### config.mk
export PLATFORM = sky130hd
export DESIGN_NAME = tiofs_top
export DESIGN_NICKNAME = d
export VERILOG_FILES = /design/src/hdl/tiofs_pkg.sv /design/src/hdl/tiofs_func_unit.sv /design/src/hdl/tiofs_top.sv
export VERILOG_INCLUDE_DIRS = /design/src /design/src/hdl
export SDC_FILE = /design/constraint.sdc
export NUM_CORES = 1
export LEC_CHECK = 0
export BUFFER_PORTS_ARGS = -buffer_cell sky130_fd_sc_hd__buf_2
export CAP_MARGIN = 20
export CORE_UTILIZATION = 25
export DETAILED_ROUTE_END_ITERATION = 10
export GPL_ROUTABILITY_DRIVEN = 0
export PLACE_DENSITY = 0.52
export SLEW_MARGIN = 10
export SYNTH_ARGS = -nofsm -noshare
export SYNTH_HDL_FRONTEND = slang
export SYNTH_SLANG_ARGS = --single-unit
### constraint.sdc
create_clock -name pclk -period 2.4 [get_ports pclk]
set_input_delay 0 -clock pclk [delete_from_list [all_inputs] [get_ports pclk]]
set_output_delay 0 -clock pclk [all_outputs]
set_load 0.005 [all_outputs]
### src/hdl/tiofs_regs.svh
`ifndef TIOFS_REGS_SVH
`define TIOFS_REGS_SVH

// Register byte offsets
`define TIOFS_OFF_CH0_IOC 12'h000
`define TIOFS_OFF_CH1_IOC 12'h004
`define TIOFS_OFF_CH2_IOC 12'h008
`define TIOFS_OFF_CH0_MODE 12'h00C
`define TIOFS_OFF_CH1_CTRL 12'h010
`define TIOFS_OFF_RUN 12'h014
`define TIOFS_OFF_GREG0 12'h018
`define TIOFS_OFF_GREG1 12'h01C
`define TIOFS_OFF_GREG2 12'h020
`define TIOFS_OFF_STATUS 12'h024

// Field positions
`define TIOFS_FUNC_LSB 4
`define TIOFS_BUF_B_BIT 5
`define TIOFS_PSC_LSB 0

// Reset values
`define TIOFS_RST_BYTE 8'h00
`define TIOFS_RST_RUN 3'h0
`define TIOFS_PSC_UNDIVIDED 3'h0

`endif

### src/hdl/tiofs_pkg.sv
package tiofs_pkg;

    typedef logic [3:0] tiofs_func_t;

    typedef enum logic {
        TIOFS_ROLE_CMP = 1'b0,
        TIOFS_ROLE_CAP = 1'b1
    } tiofs_role_e;

    typedef struct packed {
        logic pin_in;
        logic run;
        logic hit;
        logic cascade_evt;
        logic cascade_ok;
        logic inhibit;
    } tiofs_chan_in_s;

    typedef struct packed {
        logic pin_out;
        logic pin_oe;
    } tiofs_pin_s;

endpackage

### src/hdl/tiofs_func_unit.sv
`timescale 1ns/1ps
`default_nettype none

module tiofs_func_unit
    import tiofs_pkg::*;
#(
    parameter bit HAS_CASCADE = 1'b1
) (
    // Clock and reset
    input wire logic clk,
    input wire logic rstn,
    // Function field and environment
    input wire tiofs_func_t func,
    input wire tiofs_chan_in_s ci,
    // Pin drive and capture event
    output tiofs_pin_s pin,
    output logic capture
);

    logic pin_q;
    logic from_cascade;
    logic rise;
    logic fall;
    logic pin_edge;
    logic out_q;
    logic oe_q;
    tiofs_role_e role;

    // One process per pin flop, packed into the carrier only here
    assign pin = '{pin_out: out_q, pin_oe: oe_q};

    assign role = tiofs_role_e'(func[3]);
    assign rise = ci.pin_in & ~pin_q;
    assign fall = ~ci.pin_in & pin_q;
    // Channel without cascade treats bit 2 as don't care
    assign from_cascade = HAS_CASCADE & func[2];

    always_comb begin
        if (func[1]) begin
            pin_edge = rise | fall;
        end else if (func[0]) begin
            pin_edge = fall;
        end else begin
            pin_edge = rise;
        end
    end

    // Same-cycle event so the counter value is latched without skew
    always_comb begin
        capture = 1'b0;
        if (role == TIOFS_ROLE_CAP && !ci.inhibit) begin
            if (from_cascade) begin
                capture = ci.cascade_evt & ci.cascade_ok;
            end else begin
                capture = pin_edge;
            end
        end
    end

    always_ff @(posedge clk or negedge rstn) begin
        if (!rstn) begin
            pin_q <= 1'b0;
        end else begin
            pin_q <= ci.pin_in;
        end
    end

    always_ff @(posedge clk or negedge rstn) begin
        if (!rstn) begin
            oe_q <= 1'b0;
        end else begin
            oe_q <= role == TIOFS_ROLE_CMP && func[1:0] != 2'b00 && !ci.inhibit;
        end
    end

    always_ff @(posedge clk or negedge rstn) begin
        if (!rstn) begin
            out_q <= 1'b0;
        end else if (role == TIOFS_ROLE_CMP && !ci.inhibit) begin
            if (!ci.run) begin
                out_q <= func[2];
            end else if (ci.hit) begin
                case (func[1:0])
                    2'b01: out_q <= 1'b0;
                    2'b10: out_q <= 1'b1;
                    2'b11: out_q <= ~out_q;
                    default: out_q <= out_q;
                endcase
            end
        end
    end
endmodule

`default_nettype wire

### src/hdl/tiofs_top.sv
// Behaviour
// - Compare, bit2 clear: initial low; 00 disables
// - Compare, bit2 set: initial level high
// - Compare 01: drive pin low on match
// - Compare 10: drive pin high on match
// - Compare 11: toggle pin on match
// - Capture 1000: capture on own rising edge
// - Capture 01: capture on falling edge
// - Capture bit1 set: capture on both edges
// - Ch0 D 11xx: capture on ch1 count
// - Ch1 undivided clock: no cascade capture
// - Buffer flag set: ch0 D does nothing
// - Ch1 B cascade: capture on ch0 C event
// - Ch2 B: always own pin, bit2 ignored
// - Initial level applied only while stopped
//
// The implementer's own choices: the APB slave port and the register addresses.
`timescale 1ns/1ps
`default_nettype none
`include "tiofs_regs.svh"

module tiofs_top
    import tiofs_pkg::*;
#(
    parameter int CW = 16
) (
    // Clock and reset
    input wire logic pclk,
    input wire logic presetn,
    // APB slave
    input wire logic psel,
    input wire logic penable,
    input wire logic pwrite,
    input wire logic [11:0] paddr,
    input wire logic [31:0] pwdata,
    output logic [31:0] prdata,
    output logic pready,
    output logic pslverr,
    // Counter interface
    input wire logic [CW-1:0] ch0_counter,
    input wire logic [CW-1:0] ch1_counter,
    input wire logic [CW-1:0] ch2_counter,
    input wire logic ch1_count_tick,
    input wire logic ch0_c_event,
    output logic [2:0] counter_run_bit,
    // Timer pins
    input wire logic ch0_pin_d_in,
    output logic ch0_pin_d_out,
    output logic ch0_pin_d_oe,
    input wire logic ch1_pin_b_in,
    output logic ch1_pin_b_out,
    output logic ch1_pin_b_oe,
    input wire logic ch2_pin_b_in,
    output logic ch2_pin_b_out,
    output logic ch2_pin_b_oe
);

    logic [7:0] ch0_d_reg_io_control;
    logic [7:0] ch1_io_control;
    logic [7:0] ch2_io_control;
    logic [7:0] ch0_mode_reg;
    logic [7:0] ch1_control_reg;
    logic [CW-1:0] ch0_general_reg_d;
    logic [CW-1:0] ch1_general_reg_b;
    logic [CW-1:0] ch2_general_reg_b;
    logic [CW-1:0] prev0;
    logic [CW-1:0] prev1;
    logic [CW-1:0] prev2;
    logic acc;
    logic wr;
    logic buffer_mode_b_flag;
    logic [2:0] prescaler_sel;
    logic [2:0] cap;
    tiofs_chan_in_s ci0;
    tiofs_chan_in_s ci1;
    tiofs_chan_in_s ci2;
    tiofs_pin_s pin0;
    tiofs_pin_s pin1;
    tiofs_pin_s pin2;

    // Match once per counter step, not for every cycle it rests there
    function automatic logic cmp_hit(input logic [CW-1:0] cnt, input logic [CW-1:0] prev,
                                     input logic [CW-1:0] greg);
        return cnt == greg && cnt != prev;
    endfunction

    function automatic logic addr_ok(input logic [11:0] a);
        case (a)
            `TIOFS_OFF_CH0_IOC, `TIOFS_OFF_CH1_IOC, `TIOFS_OFF_CH2_IOC,
            `TIOFS_OFF_CH0_MODE, `TIOFS_OFF_CH1_CTRL, `TIOFS_OFF_RUN,
            `TIOFS_OFF_GREG0, `TIOFS_OFF_GREG1, `TIOFS_OFF_GREG2,
            `TIOFS_OFF_STATUS: return 1'b1;
            default: return 1'b0;
        endcase
    endfunction

    function automatic logic [31:0] widen(input logic [CW-1:0] v);
        return 32'(v);
    endfunction

    assign acc = psel & penable & pready;
    assign wr = acc & pwrite & addr_ok(paddr);
    assign buffer_mode_b_flag = ch0_mode_reg[`TIOFS_BUF_B_BIT];
    assign prescaler_sel = ch1_control_reg[`TIOFS_PSC_LSB +: 3];

    // One wait state keeps every bus output on a flop
    always_ff @(posedge pclk or negedge presetn) begin
        if (!presetn) begin
            pready <= 1'b0;
        end else begin
            pready <= psel & penable & ~pready;
        end
    end

    always_ff @(posedge pclk or negedge presetn) begin
        if (!presetn) begin
            pslverr <= 1'b0;
        end else begin
            pslverr <= psel & penable & ~pready & ~addr_ok(paddr);
        end
    end

    always_ff @(posedge pclk or negedge presetn) begin
        if (!presetn) begin
            prdata <= 32'h0000_0000;
        end else if (psel & penable & ~pready & ~pwrite) begin
            case (paddr)
                `TIOFS_OFF_CH0_IOC: prdata <= {24'h00_0000, ch0_d_reg_io_control};
                `TIOFS_OFF_CH1_IOC: prdata <= {24'h00_0000, ch1_io_control};
                `TIOFS_OFF_CH2_IOC: prdata <= {24'h00_0000, ch2_io_control};
                `TIOFS_OFF_CH0_MODE: prdata <= {24'h00_0000, ch0_mode_reg};
                `TIOFS_OFF_CH1_CTRL: prdata <= {24'h00_0000, ch1_control_reg};
                `TIOFS_OFF_RUN: prdata <= {29'h0000_0000, counter_run_bit};
                `TIOFS_OFF_GREG0: prdata <= widen(ch0_general_reg_d);
                `TIOFS_OFF_GREG1: prdata <= widen(ch1_general_reg_b);
                `TIOFS_OFF_GREG2: prdata <= widen(ch2_general_reg_b);
                `TIOFS_OFF_STATUS: prdata <= {26'h000_0000, pin2.pin_oe, pin2.pin_out,
                                              pin1.pin_oe, pin1.pin_out,
                                              pin0.pin_oe, pin0.pin_out};
                default: prdata <= 32'h0000_0000;
            endcase
        end
    end

    always_ff @(posedge pclk or negedge presetn) begin
        if (!presetn) begin
            ch0_d_reg_io_control <= `TIOFS_RST_BYTE;
            ch1_io_control <= `TIOFS_RST_BYTE;
            ch2_io_control <= `TIOFS_RST_BYTE;
            ch0_mode_reg <= `TIOFS_RST_BYTE;
            ch1_control_reg <= `TIOFS_RST_BYTE;
            counter_run_bit <= `TIOFS_RST_RUN;
        end else if (wr) begin
            case (paddr)
                `TIOFS_OFF_CH0_IOC: ch0_d_reg_io_control <= pwdata[7:0];
                `TIOFS_OFF_CH1_IOC: ch1_io_control <= pwdata[7:0];
                `TIOFS_OFF_CH2_IOC: ch2_io_control <= pwdata[7:0];
                `TIOFS_OFF_CH0_MODE: ch0_mode_reg <= pwdata[7:0];
                `TIOFS_OFF_CH1_CTRL: ch1_control_reg <= pwdata[7:0];
                `TIOFS_OFF_RUN: counter_run_bit <= pwdata[2:0];
                default: ch0_mode_reg <= ch0_mode_reg;
            endcase
        end
    end

    always_ff @(posedge pclk or negedge presetn) begin
        if (!presetn) begin
            prev0 <= '0;
            prev1 <= '0;
            prev2 <= '0;
        end else begin
            prev0 <= ch0_counter;
            prev1 <= ch1_counter;
            prev2 <= ch2_counter;
        end
    end

    // Capture beats a software write in the same cycle
    always_ff @(posedge pclk or negedge presetn) begin
        if (!presetn) begin
            ch0_general_reg_d <= '0;
        end else if (cap[0]) begin
            ch0_general_reg_d <= ch0_counter;
        end else if (wr && paddr == `TIOFS_OFF_GREG0) begin
            ch0_general_reg_d <= pwdata[CW-1:0];
        end
    end

    always_ff @(posedge pclk or negedge presetn) begin
        if (!presetn) begin
            ch1_general_reg_b <= '0;
        end else if (cap[1]) begin
            ch1_general_reg_b <= ch1_counter;
        end else if (wr && paddr == `TIOFS_OFF_GREG1) begin
            ch1_general_reg_b <= pwdata[CW-1:0];
        end
    end

    always_ff @(posedge pclk or negedge presetn) begin
        if (!presetn) begin
            ch2_general_reg_b <= '0;
        end else if (cap[2]) begin
            ch2_general_reg_b <= ch2_counter;
        end else if (wr && paddr == `TIOFS_OFF_GREG2) begin
            ch2_general_reg_b <= pwdata[CW-1:0];
        end
    end

    always_comb begin
        ci0.pin_in = ch0_pin_d_in;
        ci0.run = counter_run_bit[0];
        ci0.hit = cmp_hit(ch0_counter, prev0, ch0_general_reg_d);
        ci0.cascade_evt = ch1_count_tick;
        ci0.cascade_ok = prescaler_sel != `TIOFS_PSC_UNDIVIDED;
        ci0.inhibit = buffer_mode_b_flag;
        ci1.pin_in = ch1_pin_b_in;
        ci1.run = counter_run_bit[1];
        ci1.hit = cmp_hit(ch1_counter, prev1, ch1_general_reg_b);
        ci1.cascade_evt = ch0_c_event;
        ci1.cascade_ok = 1'b1;
        ci1.inhibit = 1'b0;
        ci2.pin_in = ch2_pin_b_in;
        ci2.run = counter_run_bit[2];
        ci2.hit = cmp_hit(ch2_counter, prev2, ch2_general_reg_b);
        ci2.cascade_evt = 1'b0;
        ci2.cascade_ok = 1'b0;
        ci2.inhibit = 1'b0;
    end

    tiofs_func_unit #(.HAS_CASCADE(1'b1)) u_ch0_d (
        .clk(pclk),
        .rstn(presetn),
        .func(ch0_d_reg_io_control[`TIOFS_FUNC_LSB +: 4]),
        .ci(ci0),
        .pin(pin0),
        .capture(cap[0])
    );

    tiofs_func_unit #(.HAS_CASCADE(1'b1)) u_ch1_b (
        .clk(pclk),
        .rstn(presetn),
        .func(ch1_io_control[`TIOFS_FUNC_LSB +: 4]),
        .ci(ci1),
        .pin(pin1),
        .capture(cap[1])
    );

    tiofs_func_unit #(.HAS_CASCADE(1'b0)) u_ch2_b (
        .clk(pclk),
        .rstn(presetn),
        .func(ch2_io_control[`TIOFS_FUNC_LSB +: 4]),
        .ci(ci2),
        .pin(pin2),
        .capture(cap[2])
    );

    assign ch0_pin_d_out = pin0.pin_out;
    assign ch0_pin_d_oe = pin0.pin_oe;
    assign ch1_pin_b_out = pin1.pin_out;
    assign ch1_pin_b_oe = pin1.pin_oe;
    assign ch2_pin_b_out = pin2.pin_out;
    assign ch2_pin_b_oe = pin2.pin_oe;
endmodule

`default_nettype wire

# Word level (Yosys, flattened, before mapping)
# Index checks and enable logic that the tools add are counted.
[word_totals] ff_bits=182 elab_cells=145 output_inout_bits=43
[classes] mux=28 n_eq_ne=30 n_bitwise=32 reduce_logical=31
[op_table] op="16-bit one-hot mux with 10 select lines" count=1
[op_table] op="16-bit two-way mux" count=6
[op_table] op="12-bit by 5-bit equality test with 1-bit output, second input constant" count=4
[op_table] op="16-bit equality test" count=3
[op_table] op="16-bit inequality test" count=3
[op_table] op="12-bit by 4-bit equality test with 1-bit output, second input constant" count=2
[op_table] op="12-bit by 6-bit equality test with 1-bit output, second input constant" count=2
[op_table] op="1-bit two-way mux" count=18
[op_table] op="1-bit inverter" count=15
[op_table] op="1-bit AND" count=14
[op_table] op="12-bit by 3-bit equality test with 1-bit output, second input constant" count=1
[op_table] op="2-bit equality test, second input constant" count=6
[op_table] op="1-bit logical AND" count=12
[op_table] op="12-bit logical NOT" count=1
[op_table] op="4-bit by 1-bit inequality test with 1-bit output, second input constant" count=3
[op_table] op="2-bit AND reduction" count=6
[op_table] op="2-bit nonzero test" count=6
[op_table] op="10-bit OR reduction" count=1
[op_table] op="1-bit one-hot mux with 3 select lines" count=3
[op_table] op="3-bit AND reduction" count=3
[op_table] op="2-bit by 1-bit equality test with 1-bit output, second input constant" count=3
[op_table] op="2-bit by 1-bit inequality test with 1-bit output, second input constant" count=3
[op_table] op="1-bit OR" count=3
[op_table] op="3-bit nonzero test" count=1
[op_table] op="1-bit logical NOT" count=1

# Logic depth before layout (Yosys ltp)
# Gate-level depths: netlist of run 1.
[logic_depth] ltp_word=7 mapped_depth=10

# Cells and area by module
# From an unflattened synthesis of run 1, not the netlist that was laid out.
[unflattened] hier_cells=781 area_unflattened_um2=8697.1
[by_module_without_submodules] module="tiofs_top" area_per_inst_um2=7916.3 n_inst=1 cells_per_inst=701 seq_area_each_um2=3928.8
[by_module_without_submodules] module="tiofs_func_unit at u_ch0_d ..." area_per_inst_um2=262.8 n_inst=2 cells_per_inst=27 seq_area_each_um2=75.1
[by_module_without_submodules] module="tiofs_func_unit at u_ch2_b" area_per_inst_um2=255.2 n_inst=1 cells_per_inst=26 seq_area_each_um2=75.1

# Least setup slack after synthesis of run 1
# Ideal clock, no wire load.
[synth_path] path_kind="input to register" from="input paddr[7]" to="register counter_run_bit[0]" setup_ns=0.125 stages=5 required_time_ns=2.275 arrival_ns=1.928 n_path_buf=1 path_slack_ns=0.347 cell_sequence="or4_4 > or4_1 > clkbuf_1 > nor4_1 > mux2_2"
[synth_between] elab_chain_cells=5 elab_cells_between_ends=14 classes_between="9 x eq/ne; 1 x mux; 1 x bitwise; 3 x reduce/logical"
[synth_rtl] element="start: declaration" line="tiofs_top.sv:34" source="input wire logic [11:0] paddr,"
[synth_rtl] element="12-bit by 5-bit equality test with 1-bit output (tied with other cells)" line="tiofs_top.sv:88" source="case (a)"
[synth_rtl] element="10-bit OR reduction" line="tiofs_top.sv:88"
[synth_rtl] element="1-bit two-way mux" line="tiofs_top.sv:88"
[synth_rtl] element="1-bit AND" line="tiofs_top.sv:102" source="assign wr = acc & pwrite & addr_ok(paddr);"
[synth_rtl] element="2-bit AND reduction (no line) *"
[synth_rtl] element="end signal: assignment" line="tiofs_top.sv:152" source="counter_run_bit <= `TIOFS_RST_RUN;"
[synth_rtl] element="end signal: assignment" line="tiofs_top.sv:160" source="`TIOFS_OFF_RUN: counter_run_bit <= pwdata[2:0];"
[synth_rtl] element="end: declaration" line="tiofs_top.sv:45" source="output logic [2:0] counter_run_bit,"
# Mark *: on every way between the ends. The rest lies on a longest branch, timed or not.
# A chain may end at the register's enable or synchronous reset.

# Final worst setup path of run 1
[layout_path] from="register ch0_general_reg_d[4]" to="register u_ch0_d.out_q"
[layout_between] elab_chain_cells=4
[layout_rtl] element="start: declaration" line="tiofs_top.sv:63" source="logic [CW-1:0] ch0_general_reg_d;"
[layout_rtl] element="start signal: assignment" line="tiofs_top.sv:183" source="ch0_general_reg_d <= ch0_counter;"
[layout_rtl] element="start signal: assignment" line="tiofs_top.sv:185" source="ch0_general_reg_d <= pwdata[CW-1:0];"
[layout_rtl] element="16-bit equality test" line="tiofs_top.sv:84" source="return cnt == greg && cnt != prev;"
[layout_rtl] element="1-bit logical AND" line="tiofs_top.sv:84"
[layout_rtl] element="2-bit by 1-bit inequality test with 1-bit output (no line)"
[layout_rtl] element="3-bit AND reduction (no line)"
[layout_rtl] element="end signal: assignment" line="tiofs_func_unit.sv:81" source="out_q <= func[2];"
[layout_rtl] element="end signal: assignment" line="tiofs_func_unit.sv:86" source="2'b11: out_q <= ~out_q;"
[layout_rtl] element="end signal: assignment" line="tiofs_func_unit.sv:87" source="default: out_q <= out_q;"
[layout_rtl] element="end: declaration" line="tiofs_func_unit.sv:25" source="logic out_q;"
# Every way passes these cells.

==> impl_metrics.yaml, run 1 <==
timing:
  rsz0062_at_grt: "false"
  skew_ps: 11.2
  tns_ps: 0
  worst_pin_slew_ps: 637
  post-route-min-period_ps: 2260
  max_freq_mhz: 442
  slew_violations: 0
  setup_violations: 0
  hold_viol_final: 0
  fin_crit_sh: 0.942
  relSlewSlack: 0.571
power:
  power_switching_share: 0.258
  ir_drop_mv: 0.504
  p_switching_uw: 1580
  power_frac_comb: 0.093
  p_clk_frac: 0.438
  p_seq_frac: 0.469
  leakage_uw: 0.00460
  p_int_uw: 4570
  power_density_nw_per_um2: 580
setup_path:
  slowest_delay_ps: 490
  cp-endpoint: "u_ch0_d.out_q$_DFFE_PN0P_"
  r2r_slack_ps: 140
  crit_chain: "xor2_1 > nor4_1 > nand4_1 > or4_1 > a211oi_1 > mux2_2"
  worst_ep_arrival_time_ps: 2570
  timing.rr.end: "u_ch0_d.out_q$_DFFE_PN0P_"
  worstSetupStartpoint: "ch0_general_reg_d[4]$_DFFE_PN0P_"
  critPathMaxFanout: 3
  rr_worst_depth: 6
  cpMaxStageDelayCell: "or4_1"
  worst_setup_path_end_kind: "flip-flop"
  r2r-start: "ch0_general_reg_d[4]$_DFFE_PN0P_"
  worst_ep_required_time_ps: 2710
  worstSetupPathType: "flip-flop to flip-flop"
  startpoint_type: "flip-flop"
final_layout:
  layout.cells.most_common_list: "166 x dfrtp_1, 111 x buf_2, 72 x xnor2_1"
  area_growth_pct: 28.8
  drive_gt1_frac: 0.248
  antenna_cells: 0
  layout.cells.non_filler: 1383
  multi_input_area_um2: 3840
  nNetsFinal: 1036
  final_common_cell: "dfrtp_1"
  nFillCells: 3388
  register_area_um2: 4150
grt:
  grt_pass1_wl_um: 38700
  antenna_found_initial: 0
  gr-usage-met2: 0.250
  grt_max_degree: 64
  top_usage_layer: "met2"
  grtUsageTotal: 0.156
  globalRouteOverflowTotal: 0
  grt_pass1_vias: 6233
  grtUsageMet3: 0.0275
  grtUsageMet1: 0.212
placement:
  place_hpwl_um: 18800
  placed_cells: 1288
  numPortBuffers: 112
cts:
  numClockSinks: 166
  clk_latency_ps: 430
  clock_path_buffers: 2
  post_cts_buffers: 0
  root_buffer: "clkbuf_16"
  cts_max_level: 4
  cts_tree: "built"
  clkSlewWorstSetupHoldPaths_ps: 70
  cts_made_buffers: 17
drt:
  post_drt_via_cell_ratio: 4.52
  wl_per_cell_um: 18.2
  drt_wl_total_um: 25100
  drt_iter0_markers: 449
  route.detailed.drc: 0
  vias: 6248
  final_antenna_net_count: 0
  drt_first_pass_iters: 5
hold_path:
  min_path_type: "input pin to flip-flop"
synth:
  ys_seq_area_frac: 0.504
  synthFlopType: "dfrtp_1"
  post_synth.cell_area_avg_um2: 11.1
  synth_edf_count: 0
  ys_warn_count: 0
  syn-instance-count: 743
  yosysUniqueCellTypes: 54
  async_flop_share: 1.00
  ys_ff_latch: 166
  syn_area_um2: 8240
status:
  status: "finished clean"
die:
  ios: 145
  fp.dieH_um: 184
  start_util: 0.254
  fp.coreArea_um2: 32500
  fp-row-count: 66
  dieArea_um2: 33700
  die_x_um: 184
flow_run:
  drv_cap: 0
per-stage QoR:
stage | setup WS, ps | instance area (um2) | power, uW | hold slack [ps] | utilization
2_1_floorplan | 347 | 8300 | 3150 | -296 | -
3_3_place_gp | 60.0 | 9410 | 3440 | 29.2 | 0.290
3_5_place_dp | 12.8 | 9410 | 3440 | 24.8 | 0.290
4_1_cts | 109 | 10600 | 6230 | 20.5 | 0.327
5_1_grt | 37.7 | 10600 | 6390 | 22.4 | 0.327
6_report | 139 | 10600 | 6150 | 35.2 | 0.327
synth_stat cells, drive strengths merged, types with 6 or more instances:
library cell / count / area (um2)
buf: 27 / 181
xor2: 24 / 210
o21ai: 40 / 200
a222oi: 9 / 90.1
nand3: 11 / 60.1
dfrtp: 166 / 4150
nand2: 51 / 191
clkbuf: 21 / 78.8
a21oi: 44 / 220
nor3: 10 / 77.6
nand4: 19 / 119
nor4: 10 / 77.6
xnor2: 72 / 631
a221oi: 7 / 61.3
ha: 6 / 75.1
o22ai: 6 / 37.5
inv: 11 / 41.3
a22oi: 9 / 67.6
mux2i: 53 / 531
mux2: 53 / 597
nor2: 56 / 223
routing by layer:
metal / wire [um] / vias to the layer above
met5: 0 / -
met4: 460 / 0
met3: 1160 / 22
met2: 11900 / 174
met1: 11700 / 3061
li1: - / 2991
layout make-up:
cell class              count  share of cell area
flip-flops and latches    166               0.391
clock buffers              18              0.0404
repair buffers            199               0.137
well taps                 442              0.0521
clock inverters            14              0.0132
inverters                  11             0.00389
multi-input cells         533               0.362
worst min-delay path by stage:
stage / endpoint / start / depth (start not counted)
6_report: ch2_general_reg_b[3]$_DFFE_PN0P_ / pwdata[3] / 3
5_1_grt: ch0_general_reg_d[3]$_DFFE_PN0P_ / pwdata[3] / 3
4_1_cts: ch2_general_reg_b[3]$_DFFE_PN0P_ / pwdata[3] / 3
3_5_place_dp: prev2[8]$_DFF_PN0_ / presetn / 1
3_3_place_gp: prev0[10]$_DFF_PN0_ / presetn / 1
2_1_floorplan: ch0_d_reg_io_control[0]$_DFFE_PN0P_ / presetn / 0
worst max-delay path, delay by kind of cell, from the launching register on:
kind	cells	cell delay [ps]
and+or+nand+nor	3	920
DFF	1	400
muxes	1	360
AOI/OAI and AO/OA	1	290
xor gates and xnor gates	1	180
logic make-up after synthesis:
kind of cell,count (synthesis),synth area share
mux,108,0.142
buf+inv,59,0.0366
flops,166,0.504
simple gates,176,0.108
xor+xnor,96,0.102
other cells,1,0.000455
compound gates,131,0.0975
fa+ha+maj,6,0.00911
power by group through the flow:
stage / Combinational, uW / Clock, uW / Sequential, uW
2_1_floorplan: 217 / 0 / 2940
3_3_place_gp: 502 / 0 / 2940
3_5_place_dp: 503 / 0 / 2940
4_1_cts: 586 / 2760 / 2880
5_1_grt: 636 / 2860 / 2890
6_report: 573 / 2690 / 2880
repair_timing:
action / in CTS / in global routing
hold buffers: 63 / 0
endpoints found under the setup margin: 0 / 1
gates resized for setup: 0 / 1
hold endpoints to repair: 159 / 0
Power figures use the tool's default switching activity.
==> run 2, diff against run 1 <==
ABC_AREA = 1   (was unset)
==> run 2 against run 1 <==
  * The run now ends with DRC left
  * Hold slack improved by 51 ps
  * Die area rose by 12%
  * Sequential power barely moved
  * Via count rose by 31%
  * Register-to-register slack improved by 410 ps
  * Critical path depth rose by 1
  * Area after synthesis rose by 12%
  * Critical endpoint is now ch2_general_reg_b[13]$_DFFE_PN0P_
  * Power rose by 5.7%
==> impl_metrics.yaml, run 2 <==
timing:
  worst_pin_slew_ps: 653
  relSlewSlack: 0.562
  max_freq_mhz: 540
  post-route-min-period_ps: 1850
  slew_violations: 0
  hold_viol_final: 0
  skew_ps: 10.9
  rsz0062_at_grt: "false"
  fin_crit_sh: 0.772
  setup_violations: 0
  tns_ps: 0
synth:
  synthTopCellsByCount: "537 x nand2_1, 166 x dfrtp_1, 122 x inv_1, 85 x nand3_1, 82 x nor2_1"
  synth_compound_area_frac: 0.0507
  synth_xor_area_frac: 0.0568
  yosysUniqueCellTypes: 37
  ys_warn_count: 0
  synth_edf_count: 0
  syn-instance-count: 1263
  ys_seq_area_frac: 0.449
  synth_fa_ha_area_frac: 0.00811
  ys_ff_latch: 166
  synth_area_leaders: "dfrtp_1 45%, nand2_1 22%, inv_1 4.9%, nand3_1 4.6%, xnor2_1 4.2%"
  synthFlopType: "dfrtp_1"
  synthMuxAreaShare: 0.00122
  synth_top_area_frac: 0.449
  async_flop_share: 1.00
  synth_top_family_by_area: "simple AND/OR/NAND/NOR gates"
  syn_area_um2: 9250
  yosysMostFrequentCell: "nand2_1"
  yosysTopAreaCell: "dfrtp_1"
  synthSimpleGateAreaFrac: 0.350
  post_synth.cell_area_avg_um2: 7.32
drt:
  wl_per_cell_um: 14.5
  final_antenna_net_count: 0
  drt_first_pass_iters: 10
  route.detailed.drc: 1
  drt_wl_total_um: 27900
  post_drt_via_cell_ratio: 4.26
  drt_iter0_markers: 505
  vias: 8188
power:
  leakage_uw: 0.00621
  power_density_nw_per_um2: 557
  ir_drop_mv: 0.477
cts:
  numClockSinks: 166
  clkSlewWorstSetupHoldPaths_ps: 60
  root_buffer: "clkbuf_16"
  cts_made_buffers: 17
  cts_tree: "built"
  cts_max_level: 4
  post_cts_buffers: 0
  clk_latency_ps: 440
  clock_path_buffers: 2
final_layout:
  layout.cells.most_common_list: "537 x nand2_1, 166 x dfrtp_1, 122 x inv_1"
  drive_gt1_frac: 0.135
  register_area_um2: 4150
  antenna_cells: 0
  nNetsFinal: 1551
  final_common_cell: "nand2_1"
  nFillCells: 3893
  area_growth_pct: 26.2
  fin_area_um2: 11700
  multi_input_area_um2: 4390
setup_path:
  r2r-start: "u_ch2_b.pin_q$_DFF_PN0_"
  timing.rr.end: "ch2_general_reg_b[13]$_DFFE_PN0P_"
  worst_ep_required_time_ps: 2720
  cpMaxStageDelayCell: "buf_4"
  startpoint_type: "flip-flop"
  rr_worst_depth: 7
  cp_top_family: "buffers and inverters"
  worst_setup_path_end_kind: "flip-flop"
  slowest_delay_ps: 440
  critPathMaxFanout: 49
  worstSetupPathType: "flip-flop to flip-flop"
  crit_buf_inv: 2
  crit_top_cell: "nand2_1"
  worstSetupStartpoint: "u_ch2_b.pin_q$_DFF_PN0_"
  worst_ep_arrival_time_ps: 2170
  critical_path_cell_count: 7
  r2r_slack_ps: 550
  crit_chain: "inv_1 > ha_1 > o311ai_4 > buf_4 > nand2_4 > nand2_1 > nand2_1"
grt:
  antenna_found_initial: 0
  globalRouteOverflowTotal: 0
  grtUsageMet1: 0.213
  grtUsageTotal: 0.154
  grt_pass1_wl_um: 44600
  grtUsageMet3: 0.0274
  gr-usage-met2: 0.242
  top_usage_layer: "met2"
  grt_max_degree: 58
  grt_pass1_vias: 7951
die:
  dieArea_um2: 37800
  die_x_um: 194
  start_util: 0.253
  ios: 145
  fp-row-count: 70
  fp.coreArea_um2: 36500
  fp.dieH_um: 194
placement:
  placed_area_um2: 10300
  place_hpwl_um: 21000
  numPortBuffers: 112
hold_path:
  min_path_type: "input pin to asynchronous set/reset pin"
flow_run:
  drv_cap: 0
status:
  status: "finished, violations left"
  violations: "DRC"
-- run 2: cell count changes after synthesis, moves of 40 or more --
cell / change
nand2_1: +486
nand3_1: +75
mux2i_1: -53
o21ai_0: +40
mux2_2: -51
inv_1: +111
-- run 2: per-stage QoR --
stage               worst slack, ps  hold slack (ps)  utilization  power [uW]  std cells
finish                          548             86.1        0.320        6500       1924
global route                    360              102        0.320        6750       1924
CTS                             536             66.0        0.320        6570       1924
detailed placement              533           -0.434        0.283        3400       1822
global placement                574             7.86        0.283        3400       1822
floorplan                       615             -296            -        3160       1278
-- run 2: logic make-up after synthesis --
logic type,count (synthesis)
and+or+nand+nor,764
buffers and inverters,177
DFF,166
AOI/OAI and AO/OA,88
xor gates and xnor gates,60
adders and majority gates,6
other,1
muxes,1
-- run 2: layout make-up --
cell class,instances,share of cell area
multi-input combinational,935,0.376
inverter,125,0.0404
clock buffer,21,0.0394
timing repair buffer,198,0.122
sequential,166,0.356
tap,468,0.0501
clock inverter,11,0.0168
-- run 2: timing repair --
item,4_1_cts,5_1_grt
endpoints found under the setup margin,0,0
endpoints found under the hold margin,190,0
hold buffers,70,0
resized for setup,0,0
-- run 2: how the worst max path moves through the flow --
stage / to / slack, ps
2_1_floorplan: ch2_general_reg_b[12]$_DFFE_PN0P_ / 610
3_3_place_gp: ch1_general_reg_b[0]$_DFFE_PN0P_ / 570
3_5_place_dp: ch2_general_reg_b[13]$_DFFE_PN0P_ / 530
4_1_cts: ch2_general_reg_b[9]$_DFFE_PN0P_ / 540
5_1_grt: ch1_general_reg_b[8]$_DFFE_PN0P_ / 360
6_report: ch2_general_reg_b[13]$_DFFE_PN0P_ / 550
-- run 2: power breakdown --
part	total, uW	switching [uW]	internal (uW)
sequential	2860	21.0	2840
combinational	569	326	244
clock	3070	1160	1910
-- run 2: routing by layer --
layer  vias to the layer above  routed length [um]
met5                         -                   0
met4                         0                 469
met3                        23                 957
met2                       156               12700
met1                      3776               13800
li1                       4233                   -
